===== src/rtl/dte_serial_pkg.sv =====
// Package for the terminal-side handshake and synchronous bit clock block.
// Assumes a single 250 MHz system clock; the handshake pins are level signals, logic 0 active.
package dte_serial_pkg;
	localparam int unsigned SYS_CLK_HZ      = 250000000;
	localparam int unsigned BIT_RATE_HZ     = 2400;
	localparam int unsigned HALF_BIT_CYCLES = SYS_CLK_HZ / (2 * BIT_RATE_HZ);
	localparam int unsigned CTS_DELAY_US    = 10;
	localparam int unsigned CTS_DELAY_CYCLES = (CTS_DELAY_US * (SYS_CLK_HZ / 1000000));
	localparam int unsigned MARK_HOLD_US    = 1000;
	localparam int unsigned MARK_HOLD_CYCLES = (MARK_HOLD_US * (SYS_CLK_HZ / 1000000));
	localparam logic        LINE_ACTIVE     = 1'b0;
	localparam logic        LINE_IDLE       = 1'b1;
	typedef enum logic [1:0] {
		ST_RECEIVE,
		ST_TURN_ON,
		ST_TRANSMIT,
		ST_DRAIN
	} mode_type;
endpackage


===== src/rtl/bit_clock_gen.sv =====
// Bit clock generator: a divider that gives a 50 percent clock and a strobe at its rising edge.
// Assumes run is synchronous to sys_clk; the clock parks high while stopped.
`timescale 1ns/1ns
module bit_clock_gen #(
	parameter int unsigned HALF_CYCLES = dte_serial_pkg::HALF_BIT_CYCLES
) (
	input  wire logic sys_clk,
	input  wire logic rst_b,
	input  wire logic run,
	output logic      bit_clk,
	output logic      rise_pulse
);
	initial begin
		if (HALF_CYCLES < 2)
			$error("bit_clock_gen: HALF_CYCLES must be at least 2");
	end
	logic [31:0] count_q;
	logic        clk_q;
	wire         wrap = (count_q == HALF_CYCLES - 1);
	// Truncated integer division of the system clock keeps the rate far inside the tolerance
	always_ff @(posedge sys_clk or negedge rst_b) begin
		if (!rst_b) begin
			count_q <= 32'h0;
			clk_q   <= 1'b1;
		end else if (!run) begin
			count_q <= 32'h0;
			clk_q   <= 1'b1;
		end else begin
			count_q <= wrap ? 32'h0 : count_q + 32'h1;
			clk_q   <= wrap ? ~clk_q : clk_q;
		end
	end
	assign bit_clk    = clk_q;
	assign rise_pulse = run && wrap && !clk_q;
endmodule // bit_clock_gen


===== src/rtl/dte_serial_handshake_clocks.sv =====
// Terminal-side handshake and synchronous bit clocks of the modem's serial port.
// Assumes terminal pins are asynchronous; link-side transmit data moves one bit per rising transmit bit clock.
`timescale 1ns/1ns
module dte_serial_handshake_clocks #(
	parameter int unsigned HALF_CYCLES = dte_serial_pkg::HALF_BIT_CYCLES,
	parameter int unsigned CTS_CYCLES  = dte_serial_pkg::CTS_DELAY_CYCLES,
	parameter int unsigned HOLD_CYCLES = dte_serial_pkg::MARK_HOLD_CYCLES
) (
	input  wire logic sys_clk,
	input  wire logic rst_b,
	input  wire logic rts_b,
	input  wire logic dtr_b,
	input  wire logic txd,
	input  wire logic half_duplex,
	input  wire logic sync_clocks_en,
	input  wire logic link_rx_bit,
	input  wire logic link_rx_valid,
	output logic      cts_b,
	output logic      rxd,
	output logic      tx_bit_clock,
	output logic      rx_bit_clock,
	output logic      tx_mode,
	output logic      link_tx_bit,
	output logic      link_tx_valid
);
	initial begin
		if (CTS_CYCLES < 1 || HOLD_CYCLES < 1)
			$error("dte_serial_handshake_clocks: delays must be at least one cycle");
	end
	// Two-flop synchronisers for every terminal pin
	logic [3:0] sync1_q;
	logic [3:0] sync2_q;
	always_ff @(posedge sys_clk or negedge rst_b) begin
		if (!rst_b) begin
			sync1_q <= 4'hf;
			sync2_q <= 4'hf;
		end else begin
			sync1_q <= {txd, dtr_b, rts_b, half_duplex};
			sync2_q <= sync1_q;
		end
	end
	wire rts_s  = sync2_q[1];
	wire dtr_s  = sync2_q[2];
	wire txd_s  = sync2_q[3];
	wire hdx_s  = sync2_q[0];
	logic rts_prev_q;
	always_ff @(posedge sys_clk or negedge rst_b) begin
		if (!rst_b)
			rts_prev_q <= dte_serial_pkg::LINE_IDLE;
		else
			rts_prev_q <= rts_s;
	end
	wire rts_fall = rts_prev_q && !rts_s;
	wire rts_rise = !rts_prev_q && rts_s;
	dte_serial_pkg::mode_type mode_q;
	dte_serial_pkg::mode_type mode_d;
	logic [31:0] timer_q;
	logic [31:0] timer_d;
	logic        hold_q;
	logic        hold_d;
	logic        tx_rise;
	logic        rx_rise;
	wire timer_done = (timer_q == 32'h0);
	always_comb begin
		mode_d  = mode_q;
		timer_d = timer_done ? 32'h0 : timer_q - 32'h1;
		hold_d  = hold_q && !timer_done;
		case (mode_q)
			dte_serial_pkg::ST_RECEIVE: begin
				if (!hdx_s && rts_s == dte_serial_pkg::LINE_ACTIVE) begin
					mode_d = dte_serial_pkg::ST_TRANSMIT;
				end else if (hdx_s && (rts_fall || rts_s == dte_serial_pkg::LINE_ACTIVE)) begin
					mode_d  = dte_serial_pkg::ST_TURN_ON;
					timer_d = CTS_CYCLES - 1;
				end
			end
			dte_serial_pkg::ST_TURN_ON: begin
				if (rts_s != dte_serial_pkg::LINE_ACTIVE)
					mode_d = dte_serial_pkg::ST_RECEIVE;
				else if (timer_done)
					mode_d = dte_serial_pkg::ST_TRANSMIT;
			end
			dte_serial_pkg::ST_TRANSMIT: begin
				if (rts_rise || rts_s != dte_serial_pkg::LINE_ACTIVE) begin
					mode_d  = dte_serial_pkg::ST_DRAIN;
					hold_d  = 1'b1;
					timer_d = HOLD_CYCLES - 1;
				end
			end
			dte_serial_pkg::ST_DRAIN: begin
				// The bit under way is forwarded at the rising clock that ends transmit mode
				if (tx_rise || !sync_clocks_en)
					mode_d = dte_serial_pkg::ST_RECEIVE;
			end
			default: mode_d = dte_serial_pkg::ST_RECEIVE;
		endcase
	end
	always_ff @(posedge sys_clk or negedge rst_b) begin
		if (!rst_b) begin
			mode_q  <= dte_serial_pkg::ST_RECEIVE;
			timer_q <= 32'h0;
			hold_q  <= 1'b0;
		end else begin
			mode_q  <= mode_d;
			timer_q <= timer_d;
			hold_q  <= hold_d;
		end
	end
	wire in_tx = (mode_q == dte_serial_pkg::ST_TRANSMIT) || (mode_q == dte_serial_pkg::ST_DRAIN);
	wire cts_on = (mode_q == dte_serial_pkg::ST_TRANSMIT);
	// Clocks stop when disabled so unconnected outputs never toggle
	wire tx_run = sync_clocks_en && in_tx;
	wire rx_run = sync_clocks_en;
	bit_clock_gen #(.HALF_CYCLES(HALF_CYCLES)) u_tx_clk (
		.sys_clk    (sys_clk),
		.rst_b      (rst_b),
		.run        (tx_run),
		.bit_clk    (tx_bit_clock),
		.rise_pulse (tx_rise)
	);
	bit_clock_gen #(.HALF_CYCLES(HALF_CYCLES)) u_rx_clk (
		.sys_clk    (sys_clk),
		.rst_b      (rst_b),
		.run        (rx_run),
		.bit_clk    (rx_bit_clock),
		.rise_pulse (rx_rise)
	);
	logic cts_q;
	logic rxd_q;
	logic rx_cap_q;
	logic tx_bit_q;
	logic tx_valid_q;
	logic rx_clk_q;
	// Receive data changes just after the falling clock so each rise sits mid-bit
	wire rx_fall = rx_run && rx_clk_q && !rx_bit_clock;
	wire rx_mark = hold_q || !link_rx_valid;
	// The bit already under way when request-to-send rises is still forwarded
	wire drain_s = (mode_q == dte_serial_pkg::ST_DRAIN);
	wire tx_take = tx_rise && (!cts_q || drain_s) && !dtr_s;
	always_ff @(posedge sys_clk or negedge rst_b) begin
		if (!rst_b) begin
			cts_q      <= dte_serial_pkg::LINE_IDLE;
			rxd_q      <= dte_serial_pkg::LINE_IDLE;
			rx_cap_q   <= dte_serial_pkg::LINE_IDLE;
			tx_bit_q   <= dte_serial_pkg::LINE_IDLE;
			tx_valid_q <= 1'b0;
			rx_clk_q   <= dte_serial_pkg::LINE_IDLE;
		end else begin
			rx_clk_q   <= rx_bit_clock;
			cts_q      <= cts_on ? dte_serial_pkg::LINE_ACTIVE : dte_serial_pkg::LINE_IDLE;
			rx_cap_q   <= rx_mark ? dte_serial_pkg::LINE_IDLE : link_rx_bit;
			// Mark has priority so a bit captured before the hold cannot slip out
			rxd_q      <= rx_mark ? dte_serial_pkg::LINE_IDLE : (rx_fall ? rx_cap_q : rxd_q);
			tx_bit_q   <= tx_take ? txd_s : tx_bit_q;
			tx_valid_q <= tx_take;
		end
	end
	assign cts_b         = cts_q;
	assign rxd           = rxd_q;
	assign tx_mode       = in_tx;
	assign link_tx_bit   = tx_bit_q;
	assign link_tx_valid = tx_valid_q;
endmodule // dte_serial_handshake_clocks


===== config.mk =====
export PLATFORM = sky130hd
export DESIGN_NAME = dte_serial_handshake_clocks
export DESIGN_NICKNAME = d
export VERILOG_FILES = /design/src/rtl/dte_serial_pkg.sv /design/src/rtl/bit_clock_gen.sv /design/src/rtl/dte_serial_handshake_clocks.sv
export SDC_FILE = /design/constraint.sdc
export NUM_CORES = 1
export LEC_CHECK = 0
export ABC_AREA = 1
export BUFFER_PORTS_ARGS = -buffer_cell sky130_fd_sc_hd__buf_4
export CAP_MARGIN = 20
export CORE_UTILIZATION = 30
export CTS_CLUSTER_DIAMETER = 50
export DETAILED_ROUTE_END_ITERATION = 6
export GPL_TIMING_DRIVEN = 0
export PLACE_DENSITY_LB_ADDON = 0.2
export SYNTH_ARGS = -nofsm -noshare
export SYNTH_HDL_FRONTEND = slang
export SYNTH_SLANG_ARGS = --single-unit

===== constraint.sdc =====
create_clock -name sys_clk -period 2.2 [get_ports sys_clk]
set_clock_uncertainty 0.05 [all_clocks]
set_input_delay 0.22 -clock sys_clk [delete_from_list [all_inputs] [get_ports sys_clk]]
set_output_delay 0.22 -clock sys_clk [all_outputs]
set_load 0.02 [all_outputs]

# After elaboration in Yosys (flattened, before gate mapping)
# Cells that the tools add are included.
# op_classes
addsub	3
n_eq_ne	11
n_mux	26
n_bitwise	3
reduce_logical	32
# ops
op	count
$mux W32	8
$add A32 B1 Y32 const B	2
$eq A32 B16 Y1 const B	2
$pmux W32 S2	1
$logic_not A32 Y1	1
$sub A32 B1 Y32 const B	1
$logic_and A1 B1 Y1	12
$mux W2	6
$logic_not A1 Y1	10
$mux W1	10
$pmux W2 S4	1
$logic_or A1 B1 Y1	6
$ne A2 B1 Y1 const B	3
$ne A3 B3 Y1 const B	2
$eq A2 B2 Y1 const B	2
$reduce_and A4 Y1	1
$not A1 Y1	3
$eq A2 B1 Y1 const B	1
$logic_not A2 Y1	1
$ne A2 B2 Y1 const B	1
$reduce_bool A2 Y1	1
# word_totals
regBits	116
input_bits	9
out_inout_bits	7
elab_cells	91

# Depth between registers and ports, before layout
# depth
depth_word	8
depth_mapped	11
mapped_depth_nobuf	11

# Hierarchy
# From an unflattened synthesis, not the netlist that was laid out.
# unflattened
hier_cells	1008
hier_area_um2	6854.1
# modules_own_cells
module	n_inst	cells_per_inst	area_per_inst_um2
bit_clock_gen	2	327	2124.5
dte_serial_handshake_clocks	1	354	2605.0

# Worst setup path before layout
# Ideal clock, no wire load.
# synth_path
path_kind	reg2reg
from	register timer_q[0]
to	register timer_q[26]
setup_time_ps	113
arrival_time_ps	1389
required_ps	2037
path_slack_ps	649
stages_incl_launch_ff	10
n_path_buf	0
period_less_slack_ps	1551
cell_sequence	dfrtp_1 -> inv_1 -> ha_1 -> nand2_4 -> nor2_4 -> nand3_1 -> nor3_2 -> nand4_1 -> nand2_1 -> inv_1
# synth_via
elab_chain_cells	5
elab_cells_between_ends	7
classes_between	1 x add/sub; 5 x mux; 1 x reduce/logical
# synth_rtl
item	line	text
start: declaration	dte_serial_handshake_clocks.sv:57	logic [31:0] timer_q;
start signal: assignment	dte_serial_handshake_clocks.sv:105	timer_q <= timer_d;
$sub A32 B1 Y32 or $logic_not A32 Y1 (tied branches)	dte_serial_handshake_clocks.sv:66, dte_serial_handshake_clocks.sv:63	
$mux W32 (*)	dte_serial_handshake_clocks.sv:66	timer_d = timer_done ? 32'h0 : timer_q - 32'h1;
$mux W32	dte_serial_handshake_clocks.sv:72	end else if (hdx_s && (rts_fall || rts_s == dte_serial_pkg::LINE_ACTIVE)) begin
$mux W32	dte_serial_handshake_clocks.sv:70	if (!hdx_s && rts_s == dte_serial_pkg::LINE_ACTIVE) begin
$pmux W32 S2 (*)	dte_serial_handshake_clocks.sv:68	case (mode_q)
named net timer_d[26]	dte_serial_handshake_clocks.sv:58	logic [31:0] timer_d;
# The timed path passes the listed nets; every way through them passes the cells marked *.
# A chain may end at the register's enable or synchronous reset.

# Worst setup path in the final report
# layout_path
from	register timer_q[0]
to	register timer_q[28]
# The elaborated chain is that of the path after synthesis.

==> results by group <==
Routing
  – Total Routed Length: 15900 um
  – Initial DRC Count: 288
  – First drt pass iteration count: 4
  – Remaining antenna violation count: 0
  – Via count: 5333
  – Routed length per instance: 13.4 um
  – Vias per Instance: 4.51
  – Remaining DRCs: 0

Synth
  – Syn Nets: 869
  – Synthesized area: 6470 um^2
  – Area leader, netlist: dfrtp_1
  – Synthesized flop and latch total: 115
  – Largest cells by area after synthesis: dfrtp_1 (39%), nor2_1 (12%), nand2_1 (10%), dfstp_2 (6.1%), xor2_1 (6.1%)
  – Number of library cell types mapped by synthesis: 32
  – Mapped Avg Cell Area: 7.57 um^2
  – Synth Warn #: 0
  – Register area share after synthesis: 44.8%
  – Area share of the largest cell type after synthesis: 38.7%
  – Mapped Cells: 854

Cells and area
  – Diode count: 0
  – # nets final: 910
  – Commonest cells after routing, fill and taps aside: nor2_1 (213), nand2_1 (179), dfrtp_1 (100)
  – Area growth, synth to finish: 18.2%
  – Post-Layout Inst Area: 7640 um^2
  – Layout cells sized above 1: 12.0%
  – Most common cell after layout, fill and taps aside: nor2_1

Clock network
  – CTS tree: yes
  – CTS clk-pin slew, worst paths: 0.05 ns
  – H-Tree Depth: 4
  – Number of gates resized after cts: 0
  – Root buffer cell: clkbuf_16
  – Worst-Skew Late Latency: 0.42 ns
  – CTS Buffer Depth: 2
  – # hold bufs at CTS: 6
  – Clock Sink Count: 115
  – Post-CTS Setup Bufs: 0
  – Number of buffers created by CTS: 17

Pwr
  – Internal Pwr Total: 4.66 mW
  – Clk pwr share: 44.2%
  – Switching share of power: 29.5%
  – PD cells: 865 nW/um^2
  – Comb power frac: 17.3%
  – Maximum vdd drop: 0.509 mV
  – Lkg Pwr: 3.25 nW
  – Sequential share of power: 38.5%
  – Sw power: 1.95 mW

Floorplanning
  – Die width: 149 um
  – Num rows: 53
  – Num ports: 16
  – Core footprint: 21100 um^2
  – Starting density of the core: 30.7%
  – DIE HEIGHT: 149 um
  – Die area: 22100 um^2

Status
  – Status: complete, no violations

Placed design
  – Pre-CTS WS: 0.326 ns
  – GP Congestion: 0.888
  – Area of placed instances: 6950 um^2
  – Detail Placement HPWL: 11900 um
  – Port Buffers: 15

Global route
  – GRT overflow: 0
  – Largest net degree at the start of global routing: 95
  – Total track usage: 16.1%
  – Vias in the first global route: 5565
  – First-pass GRT wire length: 27600 um
  – Initial antenna violation count: 0

Critical path
  – Startpoint types: register
  – CP Data Required Time: 2.49 ns
  – Critical path endpoint category: register
  – Crit Path Max Fanout: 6
  – CP arrival: 2.14 ns
  – Crit Path Category: register to register

Job
  – Max capacitance violation total: 0

Timing
  – Final slew viol count: 0
  – Final Worst Setup Slack: 0.349 ns
  – Part of the cycle the worst path needs: 84.2%
  – Fmax: 540 MHz
  – Setup TNS: 0 ns
  – Setup violators final: 0
  – Worst-Margin Slew: 0.579 ns
  – Max-Slew Margin vs Limit: 61.4%
  – Tmin final: 1.85 ns
  – RSZ-0062 raised after global routing: no
  – Hold Fails Final Rpt: 0

Worst hold path
  – Worst min-delay path class: primary input to register
## cell usage after synthesis
cell type	n
nor2_1	213
nand2_1	179
dfrtp_1	100
inv_1	94
xor2_1	45
nand3_1	36
nor3_1	33
nand4_1	27
o21ai_0	20
dfstp_2	15
xnor2_1	14
nor3_2	11
a21oi_1	10
nand2_2	8
nor2_2	7
ha_1	6
nor2_4	6
clkbuf_1	5
nand3_2	5
buf_6	3
inv_2	3
a31oi_1	2
o21a_1	2
or2_2	2
a211oi_1	1
a21o_1	1
and2_0	1
nand2_4	1
nor3b_1	1
o211a_1	1
o21ai_1	1
o21ai_2	1
## critical path, stage by stage, from the launching register on
cell     delay (ns)
dfrtp_1        0.37
inv_1          0.11
ha_1           0.28
nand2_4        0.10
nor2_4         0.22
nand2_2        0.10
nor2_2         0.18
nand4_1        0.16
nand2_1        0.09
nand2_1        0.04
nor2_1         0.08
## state kept, by name (all words and copies together) (netlist names)
name              count
rx_clk_q              1
u_tx_clk.bit_clk      1
sync1_q               4
u_rx_clk.bit_clk      1
hold_q                1
link_tx_valid         1
u_tx_clk.count_q     32
link_tx_bit           1
rxd                   1
timer_q              32
cts_b                 1
rx_cap_q              1
u_rx_clk.count_q     32
sync2_q               4
mode_q                2
## final timing paths
check,from,to,slack [ns],cells past startpoint
worst max register to register,timer_q[0],timer_q[28],0.35,10
worst min-delay path,link_rx_valid,rx_cap_q,0.03,4
max in group asynchronous,rst_b,rx_clk_q,1.17,3
worst max-delay path,timer_q[0],timer_q[28],0.35,10
worst min register to register,sync1_q[3],sync2_q[3],0.31,0
min in group asynchronous,rst_b,u_tx_clk.count_q[5],0.18,2
## layout make-up
cell class	count	area, um^2
Buffer	8	52.6
Clock buffer	19	443
Clock inverter	13	183
Fill cell	2255	13400
Inverter	97	364
Multi-Input combinational cell	634	3150
Sequential cell	115	2900
Tap cell	275	344
Timing Repair Buffer	22	204
## cell families (layout without fill, tap and decap cells)
group | after synthesis | after routing | share of synthesized area (%)
compound gates | 39 | 39 | 3.35
simple gates | 530 | 530 | 36.3
xor+xnor | 59 | 59 | 7.99
fa+ha+maj | 6 | 6 | 1.16
buf+inv | 105 | 159 | 6.44
flops | 115 | 115 | 44.8
## layer usage
layer	global-route usage [%]	vias up	share of wire [%]
li1	-	2767	-
met3	3.18	14	2.6
met2	25.4	75	45
met1	21.9	2477	51
met5	0	-	0
met4	6.02	0	1.4
## through the flow
step                      hold WS, ns  cells  util [%]  total power [mW]
after global routing           0.0498   1183      36.2              7.01
after floorplan                -0.126    854         -              3.34
after CTS                      0.0180   1183      36.2              6.73
after detailed placement       0.0402   1145      33.0              3.73
final                          0.0332   1183      36.2              6.61
after global placement          0.279   1144      32.8              3.72
## power groups by stage
stage,sequential (mW),clock (mW),combinational [mW]
after detailed placement,2.58,0,1.15
after floorplan,2.55,0,0.795
after global routing,2.57,3.11,1.33
after CTS,2.54,3.02,1.17
after global placement,2.58,0,1.14
final,2.54,2.92,1.14
No activity file was read; power rests on OpenSTA's default activity.
